[src/rtl/drive_ind_pkg.sv]
// Constants, types and the state record of the drive status and fault indicator
// Contract
// - Deviation or timeout trips power stage, error
// - Locked-rotor error only with hybrid mode enabled
// - Report lock in status bits and code
// - Two indicators: supply state, network state
// - Power indicator colours follow supply conditions
// - Operational state shows solid green
// - Stopped state shows single green flash
// - Pre-operational state shows continuous green flashing
// - Bus-off shows solid red
// - Error counter warning shows single red flash
// - Guard or heartbeat event: double red
// - Missing sync within period: triple red
// - Stopped shaft in hybrid mode raises error
package drive_ind_pkg;
   // ==================== Timing
   localparam int CLK_HZ   = 40_000_000;                // System clock rate
   localparam int TICK_MS  = 1;                         // Timebase tick in ms
   localparam int TICK_CYC = CLK_HZ / 1000 * TICK_MS;   // Cycles per tick
   localparam logic [9:0] FLASH_MS = 10'd200;           // Flash on or off time
   localparam logic [9:0] GAP_MS   = 10'd1000;          // Gap between groups
   // ==================== Register map
   localparam logic [7:0] A_CTRL  = 8'h00;  // Control
   localparam logic [7:0] A_DLIM  = 8'h04;  // Lead/lag limit
   localparam logic [7:0] A_LTO   = 8'h08;  // Locked-rotor timeout, ms
   localparam logic [7:0] A_CLST  = 8'h0c;  // Closed-loop status
   localparam logic [7:0] A_ECODE = 8'h10;  // Error code
   localparam logic [7:0] A_SYNC  = 8'h14;  // Sync period timeout, ms
   localparam logic [7:0] A_IST   = 8'h18;  // Interrupt status, W1C
   localparam logic [7:0] A_IMSK  = 8'h1c;  // Interrupt mask
   // ==================== Fields
   localparam int C_HYB = 0;   // Hybrid mode enable
   localparam int C_DRV = 1;   // Power stage enable request
   localparam int C_CLR = 2;   // Fault clear, self-clearing
   localparam int S_LOCK = 0;  // Status: locked-rotor error
   localparam int S_PWR  = 1;  // Status: power stage on
   localparam int S_OVER = 2;  // Status: deviation over limit
   localparam int I_LOCK = 0;  // Event: locked rotor
   localparam int I_GRD  = 1;  // Event: guard or heartbeat
   localparam int I_SYNC = 2;  // Event: sync lost
   localparam int I_BOFF = 3;  // Event: bus-off entered
   localparam logic [15:0] ERR_NONE = 16'h0000;  // No error
   localparam logic [15:0] ERR_LOCK = 16'h0001;  // Locked rotor code
   // ==================== Types
   typedef enum logic [1:0] {NMT_INIT = 2'b00, NMT_PREOP = 2'b01,
                             NMT_OPER = 2'b10, NMT_STOP  = 2'b11} nmt_t;
   typedef enum logic [1:0] {SEQ_ON = 2'b00, SEQ_OFF = 2'b01,
                             SEQ_GAP = 2'b10} seq_t;
   typedef struct packed {logic vdc_on; logic vdc_ok; logic aux_on; logic aux_ok;} pwr_t;
   typedef struct packed {logic bus_off; logic warn; logic guard_ev; logic hb_ev;
                          logic sync_rx;} can_t;
   typedef struct packed {
      logic        pready;  logic [31:0] prdata;  logic pslverr;
      logic        hyb_en;  logic drv_en;
      logic [15:0] dlim;    logic [15:0] lto;     logic [15:0] sto;
      logic        lock;    logic over;           logic pstage;
      logic [3:0]  ist;     logic [3:0]  imsk;    logic irq;
      logic [15:0] tcnt;    logic tick;
      logic [15:0] lms;     logic [15:0] sms;     logic slost;  logic boff_q;
      logic [9:0]  bms;     logic blink;
      seq_t        seq;     logic [9:0]  qms;     logic [1:0] qleft;
      logic        pg;      logic pr;             logic ng;     logic nr;
   } st_t;
endpackage : drive_ind_pkg

[src/rtl/drive_ind.sv]
// Drive status indicator, locked-rotor detector and APB register slave
module drive_ind #(
   parameter int TICK_CYC = drive_ind_pkg::TICK_CYC  // Cycles per ms tick
) (
   // Clock and reset
   input  wire logic                  pclk,
   input  wire logic                  presetn,
   // APB slave
   input  wire logic                  psel,
   input  wire logic                  penable,
   input  wire logic                  pwrite,
   input  wire logic [7:0]            paddr,
   input  wire logic [31:0]           pwdata,
   output logic      [31:0]           prdata,
   output logic                       pready,
   output logic                       pslverr,
   // Motion feedback
   input  wire logic [15:0]           lead_lag_mag,
   // Supply and network condition
   input  wire drive_ind_pkg::pwr_t   pwr,
   input  wire drive_ind_pkg::can_t   can,
   input  wire drive_ind_pkg::nmt_t   nmt,
   // Drive and indicator outputs
   output logic                       power_stage_en,
   output logic                       locked_rotor_err,
   output logic                       pwr_led_green,
   output logic                       pwr_led_red,
   output logic                       net_led_green,
   output logic                       net_led_red,
   output logic                       irq
);
   // ====================
   // State
   drive_ind_pkg::st_t st;   // Registered state
   drive_ind_pkg::st_t nx;   // Next state
   logic       acc;          // APB access cycle
   logic       wr;           // Write access
   logic [3:0] ev;           // Event set pulses
   logic [1:0] want;         // Flash count wanted
   logic       red_sel;      // Red pattern chosen
   logic       red_solid;    // Red steady
   logic       grn_solid;    // Green steady
   logic       grn_blink;    // Green continuous flash
   logic       trip;         // Lock condition now
   logic       lock_tmo;     // Timeout expired

   // ====================
   // Next-state logic
   always_comb
   begin
      nx = st;
      ev = 4'h0;
      // Millisecond timebase
      nx.tick = 1'b0;
      if (st.tcnt == 16'(TICK_CYC - 1))
      begin
         nx.tcnt = 16'h0000;
         nx.tick = 1'b1;
      end
      else
      begin
         nx.tcnt = st.tcnt + 16'h0001;
      end
      // Locked-rotor timer runs while rotor lags
      if (st.hyb_en && lead_lag_mag != 16'h0000)
      begin
         if (st.tick && st.lms != 16'hffff)
         begin
            nx.lms = st.lms + 16'h0001;
         end
      end
      else
      begin
         nx.lms = 16'h0000;
      end
      lock_tmo = (st.lto != 16'h0000) && (st.lms >= st.lto);
      nx.over  = lead_lag_mag > st.dlim;
      trip = st.hyb_en && (nx.over || lock_tmo);
      // APB access phase, one wait state
      acc = psel && penable && !st.pready;
      wr  = acc && pwrite;
      nx.pready  = acc;
      nx.pslverr = 1'b0;
      // Register writes
      if (wr && paddr == drive_ind_pkg::A_CTRL)
      begin
         nx.hyb_en = pwdata[drive_ind_pkg::C_HYB];
         nx.drv_en = pwdata[drive_ind_pkg::C_DRV];
      end
      else if (wr && paddr == drive_ind_pkg::A_DLIM)
      begin
         nx.dlim = pwdata[15:0];
      end
      else if (wr && paddr == drive_ind_pkg::A_LTO)
      begin
         nx.lto = pwdata[15:0];
      end
      else if (wr && paddr == drive_ind_pkg::A_SYNC)
      begin
         nx.sto = pwdata[15:0];
      end
      else if (wr && paddr == drive_ind_pkg::A_IMSK)
      begin
         nx.imsk = pwdata[3:0];
      end
      // Lock error: set wins over clear
      if (trip)
      begin
         nx.lock = 1'b1;
         ev[drive_ind_pkg::I_LOCK] = !st.lock;
      end
      else if (!st.hyb_en || (wr && paddr == drive_ind_pkg::A_CTRL
                              && pwdata[drive_ind_pkg::C_CLR]))
      begin
         nx.lock = 1'b0;
      end
      nx.pstage = nx.drv_en && !nx.lock;
      // Sync supervision
      if (can.sync_rx || st.sto == 16'h0000)
      begin
         nx.sms   = 16'h0000;
         nx.slost = 1'b0;
      end
      else if (st.tick && !st.slost)
      begin
         nx.sms = st.sms + 16'h0001;
         if (nx.sms >= st.sto)
         begin
            nx.slost = 1'b1;
            ev[drive_ind_pkg::I_SYNC] = 1'b1;
         end
      end
      // Network events
      ev[drive_ind_pkg::I_GRD]  = can.guard_ev || can.hb_ev;
      nx.boff_q = can.bus_off;
      ev[drive_ind_pkg::I_BOFF] = can.bus_off && !st.boff_q;
      // Status W1C, event set wins
      if (wr && paddr == drive_ind_pkg::A_IST)
      begin
         nx.ist = (st.ist & ~pwdata[3:0]) | ev;
      end
      else
      begin
         nx.ist = st.ist | ev;
      end
      nx.irq = |(nx.ist & nx.imsk);
      // Register reads
      if (acc && !pwrite)
      begin
         nx.prdata = 32'h0000_0000;
         if (paddr == drive_ind_pkg::A_CTRL)
         begin
            nx.prdata[drive_ind_pkg::C_HYB] = st.hyb_en;
            nx.prdata[drive_ind_pkg::C_DRV] = st.drv_en;
         end
         else if (paddr == drive_ind_pkg::A_DLIM)
         begin
            nx.prdata[15:0] = st.dlim;
         end
         else if (paddr == drive_ind_pkg::A_LTO)
         begin
            nx.prdata[15:0] = st.lto;
         end
         else if (paddr == drive_ind_pkg::A_CLST)
         begin
            nx.prdata[drive_ind_pkg::S_LOCK] = st.lock;
            nx.prdata[drive_ind_pkg::S_PWR]  = st.pstage;
            nx.prdata[drive_ind_pkg::S_OVER] = st.over;
         end
         else if (paddr == drive_ind_pkg::A_ECODE)
         begin
            nx.prdata[15:0] = st.lock ? drive_ind_pkg::ERR_LOCK
                                      : drive_ind_pkg::ERR_NONE;
         end
         else if (paddr == drive_ind_pkg::A_SYNC)
         begin
            nx.prdata[15:0] = st.sto;
         end
         else if (paddr == drive_ind_pkg::A_IST)
         begin
            nx.prdata[3:0] = st.ist;
         end
         else if (paddr == drive_ind_pkg::A_IMSK)
         begin
            nx.prdata[3:0] = st.imsk;
         end
         else
         begin
            nx.pslverr = 1'b1;  // Unmapped
         end
      end
      else if (wr && paddr != drive_ind_pkg::A_CTRL && paddr != drive_ind_pkg::A_DLIM
               && paddr != drive_ind_pkg::A_LTO && paddr != drive_ind_pkg::A_SYNC
               && paddr != drive_ind_pkg::A_IST && paddr != drive_ind_pkg::A_IMSK)
      begin
         nx.pslverr = 1'b1;  // Unmapped or read-only
      end
      // Continuous flash phase
      if (st.tick)
      begin
         if (st.bms == drive_ind_pkg::FLASH_MS - 10'd1)
         begin
            nx.bms   = 10'h000;
            nx.blink = !st.blink;
         end
         else
         begin
            nx.bms = st.bms + 10'h001;
         end
      end
      // Network pattern by severity
      red_solid = 1'b0;
      red_sel   = 1'b1;
      grn_solid = 1'b0;
      grn_blink = 1'b0;
      want      = 2'd0;
      if (can.bus_off)
      begin
         red_solid = 1'b1;
      end
      else if (st.slost)
      begin
         want = 2'd3;
      end
      else if (st.ist[drive_ind_pkg::I_GRD])
      begin
         want = 2'd2;
      end
      else if (can.warn)
      begin
         want = 2'd1;
      end
      else
      begin
         red_sel = 1'b0;
         case (nmt)
            drive_ind_pkg::NMT_OPER:  grn_solid = 1'b1;
            drive_ind_pkg::NMT_STOP:  want = 2'd1;
            drive_ind_pkg::NMT_PREOP: grn_blink = 1'b1;
            default:                  grn_solid = 1'b0;
         endcase
      end
      // Flash group sequencer
      case (st.seq)
         drive_ind_pkg::SEQ_ON:
         begin
            if (st.tick)
            begin
               nx.qms = st.qms + 10'h001;
               if (st.qms == drive_ind_pkg::FLASH_MS - 10'd1)
               begin
                  nx.qms   = 10'h000;
                  nx.qleft = st.qleft - 2'd1;
                  nx.seq   = drive_ind_pkg::SEQ_OFF;
               end
            end
         end
         drive_ind_pkg::SEQ_OFF:
         begin
            if (st.tick)
            begin
               nx.qms = st.qms + 10'h001;
               if (st.qms == drive_ind_pkg::FLASH_MS - 10'd1)
               begin
                  nx.qms = 10'h000;
                  nx.seq = (st.qleft == 2'd0) ? drive_ind_pkg::SEQ_GAP
                                              : drive_ind_pkg::SEQ_ON;
               end
            end
         end
         default:
         begin
            if (st.tick)
            begin
               nx.qms = st.qms + 10'h001;
               if (st.qms >= drive_ind_pkg::GAP_MS - 10'd1 && want != 2'd0)
               begin
                  nx.qms   = 10'h000;
                  nx.qleft = want;
                  nx.seq   = drive_ind_pkg::SEQ_ON;
               end
               else if (st.qms >= drive_ind_pkg::GAP_MS - 10'd1)
               begin
                  nx.qms = st.qms;
               end
            end
         end
      endcase
      // Network indicator
      nx.nr = red_solid || (red_sel && want != 2'd0 && st.seq == drive_ind_pkg::SEQ_ON);
      nx.ng = grn_solid || (grn_blink && st.blink)
              || (!red_sel && want != 2'd0 && st.seq == drive_ind_pkg::SEQ_ON);
      // Power indicator
      nx.pg = (pwr.vdc_on && pwr.vdc_ok)
              || (!pwr.vdc_on && pwr.aux_on && pwr.aux_ok && st.blink);
      nx.pr = (pwr.vdc_on && !pwr.vdc_ok)
              || (!pwr.vdc_on && pwr.aux_on && !pwr.aux_ok && st.blink);
   end

   // ====================
   // State register
   always_ff @(posedge pclk or negedge presetn)
   begin
      if (!presetn)
      begin
         st     <= '0;
         st.seq <= drive_ind_pkg::SEQ_GAP;
         st.qms <= drive_ind_pkg::GAP_MS;
      end
      else
      begin
         st <= nx;
      end
   end

   // Outputs straight from flops
   assign prdata           = st.prdata;
   assign pready           = st.pready;
   assign pslverr          = st.pslverr;
   assign power_stage_en   = st.pstage;
   assign locked_rotor_err = st.lock;
   assign pwr_led_green    = st.pg;
   assign pwr_led_red      = st.pr;
   assign net_led_green    = st.ng;
   assign net_led_red      = st.nr;
   assign irq              = st.irq;

   // ====================
   // Assertions
   property p_trip;
      @(posedge pclk) disable iff (!presetn)
      st.hyb_en && lead_lag_mag > st.dlim |=> locked_rotor_err && !power_stage_en;
   endproperty
   a_trip: assert property (p_trip) else $error("Lock not raised on deviation");
   property p_nohyb;
      @(posedge pclk) disable iff (!presetn)
      !st.hyb_en |=> !locked_rotor_err;
   endproperty
   a_nohyb: assert property (p_nohyb) else $error("Lock without hybrid mode");
   property p_clst;
      @(posedge pclk) disable iff (!presetn)
      acc && !pwrite && paddr == drive_ind_pkg::A_CLST
      |=> prdata[drive_ind_pkg::S_LOCK] == $past(st.lock) && pready;
   endproperty
   a_clst: assert property (p_clst) else $error("Status read wrong");
   property p_pwr;
      @(posedge pclk) disable iff (!presetn)
      pwr.vdc_on && pwr.vdc_ok |=> pwr_led_green && !pwr_led_red;
   endproperty
   a_pwr: assert property (p_pwr) else $error("Power LED not green");
   property p_oper;
      @(posedge pclk) disable iff (!presetn)
      nmt == drive_ind_pkg::NMT_OPER && !can.bus_off && !can.warn && !st.slost
      && !st.ist[drive_ind_pkg::I_GRD] |=> net_led_green && !net_led_red;
   endproperty
   a_oper: assert property (p_oper) else $error("Operational not solid green");
   property p_boff;
      @(posedge pclk) disable iff (!presetn)
      can.bus_off |=> net_led_red && !net_led_green;
   endproperty
   a_boff: assert property (p_boff) else $error("Bus-off not solid red");
   property p_sync;
      @(posedge pclk) disable iff (!presetn)
      st.tick && !can.sync_rx && st.sto != 16'h0000 && st.sms == st.sto - 16'h0001
      |=> st.slost;
   endproperty
   a_sync: assert property (p_sync) else $error("Sync loss missed");
   property p_on;
      @(posedge pclk) disable iff (!presetn)
      st.seq == drive_ind_pkg::SEQ_ON && st.tick
      && st.qms == drive_ind_pkg::FLASH_MS - 10'd1 |=> st.seq == drive_ind_pkg::SEQ_OFF;
   endproperty
   a_on: assert property (p_on) else $error("Flash on time wrong");
endmodule : drive_ind

[config.mk]
export PLATFORM = sky130hd
export DESIGN_NAME = drive_ind
export DESIGN_NICKNAME = d
export VERILOG_FILES = /design/src/rtl/drive_ind_pkg.sv /design/src/rtl/drive_ind.sv
export SDC_FILE = /design/constraint.sdc
export NUM_CORES = 1
export LEC_CHECK = 0
export BUFFER_PORTS_ARGS = -buffer_cell sky130_fd_sc_hd__buf_2
export CAP_MARGIN = 10
export CORE_MARGIN = 8
export CORE_UTILIZATION = 60
export CTS_CLUSTER_DIAMETER = 200
export DETAILED_ROUTE_END_ITERATION = 10
export PLACE_DENSITY_LB_ADDON = 0.08
export SETUP_SLACK_MARGIN = 0.5
export SYNTH_ARGS = -nofsm -noshare
export SYNTH_HDL_FRONTEND = slang
export SYNTH_SLANG_ARGS = --single-unit
[constraint.sdc]
create_clock -name pclk -period 5 [get_ports pclk]
set_clock_uncertainty 0.15 [all_clocks]
set_input_delay 0.5 -clock pclk [delete_from_list [all_inputs] [get_ports pclk]]
set_output_delay 0.5 -clock pclk [all_outputs]
set_load 0.1 [all_outputs]
# ---- Word-level counts from Yosys, hierarchy flattened
# Index checks and enable logic that the tools add are counted.
dict set report totals {
  ff_bits 160
  input_bits 72
  out_inout_bits 41
  elab_cells 226
}
dict set report op_classes {
  n_addsub 6
  order_cmp 4
  n_eq_ne 24
  n_mux 75
  bitwise 9
  reduce_logical 79
}
# op count
set ops {}
lappend ops {{$mux 16} 6}
lappend ops {{$mux 14} 4}
lappend ops {{$add 16x1->16 const B} 3}
lappend ops {{$logic_and 1x1->1} 37}
lappend ops {{$mux 1} 37}
lappend ops {{$mux 12} 3}
lappend ops {{$mux 4} 9}
lappend ops {{$mux 17} 2}
lappend ops {{$eq 8x5->1 const B} 4}
lappend ops {{$ge 16x16->1} 2}
lappend ops {{$reduce_bool 16->1} 2}
lappend ops {{$mux 10} 3}
lappend ops {{$ne 8x5->1 const B} 3}
lappend ops {{$pmux 12 s2} 1}
lappend ops {{$add 10x1->10 const B} 2}
lappend ops {{$eq 10x8->1 const B} 2}
lappend ops {{$eq 16x16->1 const B} 1}
lappend ops {{$eq 8x4->1 const B} 2}
lappend ops {{$gt 16x16->1} 1}
lappend ops {{$logic_not 16->1} 1}
lappend ops {{$ne 16x16->1 const B} 1}
lappend ops {{$mux 2} 7}
lappend ops {{$mux 13} 1}
lappend ops {{$logic_not 1->1} 12}
lappend ops {{26 further kinds} 51}

# ---- Depth between registers and ports, before layout
# Gate-level depths: netlist of the first run.
dict set report depth {
  depth_word 11
  ltp_mapped 13
  mapped_depth_nobuf 12
}

# ---- Worst setup path after synthesis of the first run
# Ideal clock, no wire load.
dict set report synth_timing {
  path_type {register -> register}
  startpoint {register st[37] in the netlist's numbering}
  endpoint {register st[30] in the netlist's numbering}
  setup_ps 132
  arrival_ps 2658
  t_required_ps 4718
  slack_ps 2060
  stages_incl_launch_ff 14
  path_buffers 1
  period_less_slack_ps 2940
  cell_sequence {dfrtp_1 clkbuf_1 nand2_1 nor4_1 and4_1 nand2_1 xnor2_1 ha_1 a21o_1 a21o_1 a21oi_1 o211ai_1 a21oi_1 nor2_1}
}
dict set report synth_via {
  elab_chain_cells 4
}
# element line_no
set synth_lines {}
lappend synth_lines {{start, declared} drive_ind.sv:34} ;# drive_ind_pkg::st_t st;
lappend synth_lines {{start signal, assigned} drive_ind.sv:312} ;# st <= nx;
lappend synth_lines {{$add 16x1->16} drive_ind.sv:126} ;# nx.sms = st.sms + 16'h0001;
lappend synth_lines {{$ge 16x16->1} drive_ind.sv:127} ;# if (nx.sms >= st.sto)
lappend synth_lines {{$reduce_bool 2->1 (no source line)} --}
lappend synth_lines {{$reduce_and 2->1 (no source line)} --}
# Every way passes these cells.
# A chain may end at the register's enable or synchronous reset.

# ---- Worst setup path in the final report of the first run
dict set report layout_timing {
  startpoint {register st[31] in the netlist's numbering}
  endpoint {register st[30] in the netlist's numbering}
}
# Same word-level chain as after synthesis.

==> impl_metrics.json, run 1 <==
{
  "status": "completed",
  "min_from": "can[4]",
  "worstMarginPinSlew_ns": 1.11,
  "drt_iter0_drc": 570,
  "synth.distinct_cells": 66,
  "grt_start_max_net_pins": 79,
  "clock_latency_ns": 0.42,
  "area_delta_synth_final_pct": 11.7,
  "worstSetupPathType": "reg -> reg",
  "port_buffers": 80,
  "ys_async_sr_fraction_pct": 100,
  "initial_core_util_pct": 61.6,
  "root_buffer": "clkbuf_16",
  "design_area_um2": 10000,
  "dp_hpwl_um": 15400,
  "track_usage_pct": 21.8,
  "leakagePower_nw": 4.58,
  "drv_cap": 0,
  "min_period_over_period_pct": 70.5,
  "rows": 44,
  "totalNegativeSetupSlack_ns": 0,
  "cp_max_fo": 5,
  "synthTopCellsByArea": "dfrtp_1 43%, ha_1 7.5%, mux2_2 6.5%, xnor2_1 3.3%, xor2_1 3.1%",
  "grt_pass1_wl_um": 34300,
  "wl_per_cell_um": 17.8,
  "grt_pass1_vias": 6842,
  "routed_wl_um": 20600,
  "hold_depth": 1,
  "syn_inst": 900,
  "yosysWarnings": 0,
  "clkTransAtPathRegs_ns": 0.06,
  "cp-start-kind": "flop",
  "min_to": "st[29]$_DFF_PN0_",
  "synth_edf_count": 0,
  "max_slew_margin_pct": 25.7,
  "drc": 0,
  "synth_flop_cell": "dfrtp_1",
  "hold_violations": 0,
  "die-area_um2": 19100,
  "vias": 6870,
  "r2r_setup_slack_ns": 1.47,
  "die_h_um": 138,
  "slew_viol_final": 0,
  "vdd_drop_max_v": 0.000362,
  "h-tree-depth": 4,
  "path_cells": "ha_1, nand3_1, nor4_1, nand3_1, nor2_1, xor2_1, ha_1, a21o_1, a21oi_1, o211ai_1, a21oi_1, nor2_1",
  "path_delay_family": "simple AND/OR/NAND/NOR gates",
  "fin_crit_ns": 3.53,
  "hold_path.class": "in -> reg",
  "gp_congestion": 0.891,
  "finalSetupViolCount": 0,
  "reg2regPathDepth": 12,
  "fin_util_pct": 68.8,
  "rsz0062_at_grt": "no",
  "cpMaxStageDelayCell": "nor4_1",
  "cts_inserted_buffers": 17,
  "core_um2": 14500,
  "max_freq_mhz": 283,
  "r2r-end": "st[30]$_DFFE_PN0P_",
  "cts_tree": "done",
  "r2r-start": "st[31]$_DFFE_PN0P_",
  "total_power_mw": 2.93,
  "vias_per_cell": 5.92,
  "worst-endpoint-required_ns": 5.13,
  "antenna_left": 0,
  "diodes": 0,
  "first_pass_iters": 6,
  "clkSinkCount": 160,
  "grt_antenna_before_repair": 0,
  "yosysTopAreaCell": "dfrtp_1",
  "crit_path_end_kind": "flop",
  "cp.arrival_ns": 3.66,
  "powerDensity_nw_per_um2": 293,
  "whs_ns": 0.120,
  "path_buf_inv": 0,
  "syn_area_um2": 8950,
  "drive_above_1_share_pct": 19.7,
  "placed_cell_area_um2": 9350,
  "grt-ovfl-total": 0,
  "synth_seq_area_share_pct": 44.8,
  "cts_buffer_depth": 2,
  "synth_top_cell_area_share_pct": 42.8,
  "io_pins": 113,
  "die_w_um": 138,
  "ys_ff_latch": 160,
  "nets": 1090,
  "slowest_delay_ns": 0.64,
  "avgSynthCellArea_um2": 9.95
}
## layer usage
| metal | vias up | routed length, um | track usage, % |
|---|---|---|---|
| met3 | 29 | 1170 | 4.93 |
| li1 | 3282 | - | - |
| met5 | - | 0 | 0 |
| met1 | 3358 | 9310 | 28.7 |
| met2 | 201 | 9770 | 34.6 |
| met4 | 0 | 385 | 7.38 |
## state kept, by name, summed over array words and instances, names as in the netlist
signal,flops
pwr_led_green,1
pready,1
irq,1
st,135
power_stage_en,1
pslverr,1
locked_rotor_err,1
prdata,16
net_led_red,1
pwr_led_red,1
net_led_green,1
## cell usage after synthesis (5+ instances only)
library cell / instances
a211oi_1: 5
a21o_1: 8
a21oi_1: 26
a222oi_1: 12
and3_1: 5
and4_1: 5
buf_4: 32
clkbuf_1: 21
dfrtp_1: 153
dfstp_2: 7
ha_1: 54
inv_1: 60
mux2_2: 52
nand2_1: 74
nand2b_1: 7
nand3_1: 41
nand4_1: 18
nor2_1: 74
nor3_1: 19
nor4_1: 24
o21ai_0: 50
or2_2: 5
or3_1: 9
xnor2_1: 34
xor2_1: 32
## how the worst max path moves through the flow
stage | from | end | slack [ns] | depth (start not counted)
6_report | st[31]$_DFFE_PN0P_ | st[30]$_DFFE_PN0P_ | 1.47 | 12
5_1_grt | st[31]$_DFFE_PN0P_ | irq$_DFF_PN0_ | 1.26 | 12
4_1_cts | st[31]$_DFFE_PN0P_ | st[30]$_DFFE_PN0P_ | 1.53 | 12
3_5_place_dp | st[31]$_DFFE_PN0P_ | st[30]$_DFFE_PN0P_ | 1.55 | 12
3_3_place_gp | st[31]$_DFFE_PN0P_ | st[30]$_DFFE_PN0P_ | 1.65 | 12
2_1_floorplan | st[37]$_DFFE_PN0P_ | st[30]$_DFFE_PN0P_ | 2.06 | 13
## cell type report
cell class,count,area [um2]
fill,1120,4530
multi-input combinational,638,4430
sequential,160,4010
timing repair buffer,87,462
clock buffer,18,439
tap,184,230
inverter,60,225
clock inverter,14,204
## through the flow
step / setup WS [ns] / instances
global placement: 1.65 / 1128
global route: 1.26 / 1161
finish: 1.47 / 1161
detailed placement: 1.55 / 1128
floorplan: 2.06 / 915
CTS: 1.53 / 1161
## where the power goes
part	switching (mW)	internal [mW]	total [mW]	leakage (nW)
Clock	0.544	0.860	1.40	0.310
Sequential	0.00965	1.31	1.32	2.16
Combinational	0.163	0.0508	0.214	2.11
Total	0.716	2.22	2.93	4.58
## worst register-to-register path: stages, from the launching register on
cell      delay (ns)
dfrtp_1         0.44
ha_1            0.25
nand3_1         0.18
nor4_1          0.64
nand3_1         0.30
nor2_1          0.20
xor2_1          0.16
ha_1            0.26
a21o_1          0.17
a21oi_1         0.19
o211ai_1        0.21
a21oi_1         0.19
nor2_1          0.05
## cells by family after synthesis
| group | after synthesis | synth area share [%] |
|---|---|---|
| other cells | 1 | 0.0419 |
| compound gates | 140 | 10.3 |
| flops | 160 | 44.8 |
| fa+ha+maj | 54 | 7.55 |
| simple gates | 305 | 17.0 |
| mux | 57 | 7.49 |
| buf+inv | 117 | 6.36 |
| xor+xnor | 66 | 6.46 |
## timing repair
item,CTS,global route
gates resized for setup,0,0
endpoints found under the setup margin,0,0
hold buffers,1,0
hold endpoints to repair,73,0
buffers inserted,0,0
## cell usage in the layout (no fill, tap or decap), types with 3 or more instances in the layout
| cell | n |
|---|---|
| a22o_1 | 3 |
| mux2_2 | 52 |
| a221oi_1 | 4 |
| a21boi_0 | 3 |
| dfrtp_1 | 153 |
| a21oi_1 | 26 |
| a211oi_1 | 5 |
| o21a_1 | 3 |
| nand3_1 | 41 |
| a21o_1 | 8 |
| o211ai_1 | 4 |
| ha_1 | 54 |
| buf_2 | 79 |
| and3_1 | 5 |
| or3_1 | 9 |
| or4_1 | 3 |
| nor4b_1 | 3 |
| nor4_1 | 24 |
| inv_6 | 4 |
| buf_4 | 6 |
| clkbuf_16 | 17 |
| nand2b_1 | 7 |
| nor2_1 | 74 |
| and2_1 | 4 |
| or2_2 | 5 |
| inv_1 | 60 |
| xor2_1 | 32 |
| a22oi_1 | 4 |
| nand2_1 | 74 |
| o31ai_1 | 3 |
| bufinv_16 | 4 |
| nor3_1 | 19 |
| conb_1 | 16 |
| nand4_1 | 18 |
| o21ai_0 | 50 |
| and4_1 | 5 |
| dfstp_2 | 7 |
| a222oi_1 | 12 |
| xnor2_1 | 34 |
No activity file was read; power rests on OpenSTA's default activity.
==> run 2: changes to the inputs <==
- CORE_UTILIZATION: 60 -> 59
- clock period: 5 -> 3.5 ns (I/O delays scaled with it)
==> impl_metrics.json, run 2 (synthesized netlist as in run 1, its figures left out) <==
{
  "status": "completed",
  "largest_reg_flops": 135,
  "grt_start_max_net_pins": 71,
  "place_ws_ns": 0.303,
  "routed_wl_um": 21400,
  "cp-start-kind": "flop",
  "fin_crit_ns": 2.86,
  "drive_above_1_share_pct": 22.8,
  "whs_ns": 0.0155,
  "powerDensity_nw_per_um2": 404,
  "drv_cap": 0,
  "worstSetupPathType": "reg -> reg",
  "max_freq_mhz": 350,
  "rsz0062_at_grt": "yes",
  "clock_latency_ns": 0.43,
  "cts_buffer_depth": 2,
  "vias_per_cell": 5.88,
  "cts_tree": "done",
  "cp.arrival_ns": 3.06,
  "path_buf_inv": 1,
  "hold_depth": 2,
  "fin_ws_ns": 0.639,
  "vdd_drop_max_v": 0.000566,
  "rows": 45,
  "initial_core_util_pct": 59.6,
  "nets": 1112,
  "crit_path_end_kind": "flop",
  "vias": 6989,
  "layout_commonest_cell": "dfrtp_1",
  "hold_path.class": "in -> reg",
  "die_w_um": 139,
  "hold_violations": 0,
  "drc": 0,
  "slowest_delay_ns": 0.42,
  "design_area_um2": 10200,
  "gp_congestion": 0.906,
  "grt_antenna_before_repair": 2,
  "leakagePower_nw": 4.71,
  "h-tree-depth": 4,
  "min_period_over_period_pct": 81.7,
  "min_to": "st[86]$_DFF_PN0_",
  "max_slew_margin_pct": 26.3,
  "area_delta_synth_final_pct": 14.3,
  "die-area_um2": 19400,
  "largest_register": "st",
  "port_buffers": 80,
  "cp_max_fo": 5,
  "slew_viol_final": 0,
  "placed_cell_area_um2": 9400,
  "min_from": "can[1]",
  "final_cell_mix": "146 x dfrtp_1, 79 x buf_2, 73 x nor2_1",
  "track_usage_pct": 22.2,
  "clkSinkCount": 160,
  "wl_per_cell_um": 18.0,
  "core_um2": 15000,
  "r2r-start": "st[38]$_DFFE_PN0P_",
  "root_buffer": "clkbuf_16",
  "clkTransAtPathRegs_ns": 0.07,
  "grt_pass1_vias": 6938,
  "worst-endpoint-required_ns": 3.70,
  "grt_pass1_wl_um": 34600,
  "grt-ovfl-total": 0,
  "cpMaxStageDelayCell": "dfrtp_2",
  "path_cells": "nand2_2, nor4_4, buf_4, and4_4, nand4_1, xnor2_1, ha_1, and4_1, nand4_1, o211ai_1, nand3_1, o211ai_1",
  "finalSetupViolCount": 0,
  "dp_hpwl_um": 15700,
  "io_pins": 113,
  "reg2regPathDepth": 12,
  "r2r-end": "irq$_DFF_PN0_",
  "die_h_um": 139,
  "cts_inserted_buffers": 17,
  "first_pass_iters": 8,
  "drt_iter0_drc": 508,
  "worstMarginPinSlew_ns": 1.10,
  "path_delay_family": "simple AND/OR/NAND/NOR gates",
  "totalNegativeSetupSlack_ns": 0,
  "antenna_left": 0,
  "r2r_setup_slack_ns": 0.64,
  "fill_cells": 1180,
  "crit_start": "st[38]$_DFFE_PN0P_"
}
run 2: worst max-delay path by stage:
| stage | endpoint | slack [ns] | depth (start not counted) |
|---|---|---|---|
| floorplan | st[30]$_DFFE_PN0P_ | 0.56 | 13 |
| global placement | irq$_DFF_PN0_ | 0.39 | 13 |
| detailed placement | irq$_DFF_PN0_ | 0.30 | 13 |
| CTS | irq$_DFF_PN0_ | 0.51 | 12 |
| global route | st[30]$_DFFE_PN0P_ | 0.46 | 12 |
| finish | irq$_DFF_PN0_ | 0.64 | 12 |
run 2: layout make-up:
cell class,instances,area (um2),share of cell area (%)
timing repair buffer,109,644,6.30
tap,188,235,2.30
clock inverter,15,193,1.88
sequential,160,4020,39.3
inverter,60,225,2.20
clock buffer,17,425,4.16
antenna,2,5.00,0.0489
multi-input combinational,638,4490,43.8
run 2: metal layers:
metal,track usage (%),wire (um)
met4,8.03,427
met1,28.5,9330
met3,5.75,1240
met5,0,0
met2,35.8,10400
run 2: report_power, final:
part	leakage, nW	internal [mW]	switching (mW)	total [mW]
registers	2.15	1.87	0.0141	1.88
clock network	0.307	1.09	0.848	1.94
logic	2.26	0.0768	0.232	0.309
run 2: through the flow:
step | total power [mW] | instances | util [%]
2_1_floorplan | 2.11 | 915 | -
3_3_place_gp | 2.21 | 1137 | 62.5
3_5_place_dp | 2.22 | 1137 | 62.5
4_1_cts | 4.16 | 1175 | 67.3
5_1_grt | 4.27 | 1189 | 68.1
6_report | 4.13 | 1189 | 68.1
run 2: repair_timing:
item                                   CTS  global route
gates resized for setup                  9            10
endpoints found under the hold margin   57             0
setup endpoints to repair                3             3
pin swaps                                4             9
setup buffers                            3            12
hold buffers                             3             0
cloned                                   0             0
==> run 3: changes to the inputs <==
- ABC_AREA: unset -> 1
- CORE_UTILIZATION: 59 -> 53
- clock period: 3.5 -> 2.45 ns (I/O delays scaled with it)
==> impl_metrics.json, run 3 <==
{
  "status": "finished, violations left",
  "violations": "negative setup slack",
  "finalNonFillerCells": 1581,
  "fill_cells": 1416,
  "hold_depth": 3,
  "drive_above_1_share_pct": 26.4,
  "multi_input_area_um2": 4860,
  "worst-endpoint-required_ns": 2.62,
  "cp-start-kind": "flop",
  "synth_flop_cell": "dfrtp_1",
  "cts_inserted_buffers": 17,
  "fin_util_pct": 68.9,
  "yosysWarnings": 0,
  "die_h_um": 148,
  "vias_per_cell": 5.23,
  "gp_congestion": 0.879,
  "totalNegativeSetupSlack_ns": -0.835,
  "routed_wl_um": 24200,
  "min_period_over_period_pct": 115,
  "clkTransAtPathRegs_ns": 0.06,
  "finalSetupViolCount": 3,
  "synth_seq_area_share_pct": 43.6,
  "vdd_drop_max_v": 0.000546,
  "max_freq_mhz": 354,
  "cp.arrival_ns": 3.00,
  "area_delta_synth_final_pct": 28.0,
  "io_pins": 113,
  "final_cell_mix": "242 x nand2_1, 160 x inv_1, 145 x dfrtp_1",
  "wl_per_cell_um": 15.3,
  "cp_max_fo": 3,
  "layout_commonest_cell": "nand2_1",
  "first_pass_iters": 5,
  "fin_ws_ns": -0.375,
  "yosys.area_share.xor_xnor_pct": 2.85,
  "hold_violations": 0,
  "synth_common_cells": "278 x nand2_1, 176 x inv_1, 153 x dfrtp_1",
  "synthTopCellsByArea": "dfrtp_1 42%, nand2_1 11%, ha_1 7.3%, inv_1 7.2%, o21ai_0 5.9%",
  "grt_pass1_wl_um": 38400,
  "cts_tree": "done",
  "placed_cell_area_um2": 10000,
  "rsz0062_at_grt": "yes",
  "clkSinkCount": 160,
  "largest_register": "st",
  "h-tree-depth": 4,
  "reg2regPathDepth": 17,
  "synth_top_cell_area_share_pct": 41.6,
  "hold_path.class": "in -> reg",
  "nets": 1469,
  "synthAdderAreaFrac_pct": 7.34,
  "yosysMostFrequentCell": "nand2_1",
  "r2r_setup_slack_ns": -0.38,
  "initial_core_util_pct": 53.8,
  "cts_buffer_depth": 2,
  "yosys.area_share.simple_pct": 22.6,
  "grt-ovfl-total": 0,
  "grt_start_max_net_pins": 52,
  "largest_reg_flops": 135,
  "grtUsageMet3_pct": 4.80,
  "syn_inst": 1167,
  "drt_iter0_drc": 640,
  "dp_hpwl_um": 17400,
  "drc": 0,
  "synth.distinct_cells": 49,
  "design_area_um2": 11800,
  "dp.cells": 1480,
  "worstSetupPathType": "reg -> reg",
  "antenna_left": 0,
  "synth_edf_count": 0,
  "grt_use_met1_pct": 28.6,
  "track_usage_pct": 21.7,
  "grt_antenna_before_repair": 0,
  "whs_ns": 0.0126,
  "regArea_um2": 4020,
  "ys_ff_latch": 160,
  "grt_busiest_layer": "met2",
  "max_slew_margin_pct": 59.5,
  "syn_area_um2": 9210,
  "clock_latency_ns": 0.43,
  "synth_top_family_by_area": "simple AND/OR/NAND/NOR gates",
  "avgSynthCellArea_um2": 7.89,
  "powerDensity_nw_per_um2": 506,
  "grt_pass1_vias": 7831,
  "worstMarginPinSlew_ns": 0.593,
  "synth_compound_area_share_pct": 12.9,
  "total_power_mw": 5.97,
  "yosysTopAreaCell": "dfrtp_1",
  "vias": 8275,
  "port_buffers": 80,
  "root_buffer": "clkbuf_16",
  "use_met2_pct": 34.2,
  "crit_path_end_kind": "flop",
  "drv_cap": 0,
  "fin_crit_ns": 2.83,
  "slew_viol_final": 0,
  "ys_async_sr_fraction_pct": 100,
  "core_um2": 17100,
  "die_w_um": 148,
  "synthMuxAreaShare_pct": 0,
  "leakagePower_nw": 5.67,
  "diodes": 0,
  "rows": 48,
  "die-area_um2": 21900,
  "place_ws_ns": -0.488
}
[run 3: cell types whose count changed after synthesis, moves of 9 or more]
cell and change:
clkbuf_1 -11, a21oi_1 +25, nor4_1 -11, o22ai_1 +20, a222oi_1 -12, nor2_1 +9
mux2_2 -52, nand2_1 +204, o21ai_0 +59, xnor2_1 -29, inv_1 +116, or3_1 -9
[run 3: power breakdown]
group	switching, mW	internal, mW
Sequential	0.0172	2.67
Clock	1.15	1.55
Combinational	0.421	0.160
Total	1.59	4.38
[run 3: final timing paths]
kind,start,to
setup / recovery,st[32]$_DFFE_PN0P_,irq$_DFF_PN0_
hold / removal,pwdata[4],st[128]$_DFFE_PN0P_
setup reg to reg,st[32]$_DFFE_PN0P_,irq$_DFF_PN0_
hold reg to reg,st[29]$_DFF_PN0_,st[88]$_DFF_PN0_
max in group asynchronous,presetn,st[56]$_DFFE_PN0P_
min in group asynchronous,presetn,st[75]$_DFF_PN0_
[run 3: layout make-up]
type / instances / area share, %
Timing Repair Buffer: 189 / 11.3
Multi-Input combinational cell: 794 / 41.3
Inverter: 181 / 5.82
Clock inverter: 13 / 1.28
Tap cell: 225 / 2.39
Sequential cell: 160 / 34.1
Clock buffer: 19 / 3.76
[run 3: routing by layer]
| metal | part of all wire, % | wire length (um) |
|---|---|---|
| met2 | 48 | 11500 |
| met5 | 0 | 0 |
| met1 | 44 | 10700 |
| met3 | 5.6 | 1370 |
| met4 | 2.5 | 610 |
[run 3: cell families after synthesis]
| logic type | count (synthesis) |
|---|---|
| other | 1 |
| buffers and inverters | 229 |
| XOR/XNOR | 30 |
| adder cells (fa/ha/maj) | 54 |
| flip-flops | 160 |
| AO/OA/AOI/OAI | 214 |
| AND/OR/NAND/NOR | 479 |
[run 3: repair_timing]
item	CTS	global route
setup buffers	12	33
hold buffers	22	1
endpoints found under the setup margin	41	55
endpoints found under the hold margin	152	1
gates resized for setup	22	137
pin swaps	7	44
gates cloned	0	1
[run 3: critical path: stages (launching register included)]
cell and delay (ns):
dfrtp_1 0.39, nand3_2 0.13, nor2_4 0.15, nand4_1 0.18
nor2_2 0.16, nand2_1 0.11, o21ai_1 0.18, o21ai_2 0.08
inv_1 0.06, ha_1 0.24, a21oi_1 0.15, o21ai_0 0.10
a21oi_1 0.19, nand3_1 0.11, nand2_2 0.10, nand2_2 0.06
a21oi_2 0.11, nand2_1 0.06
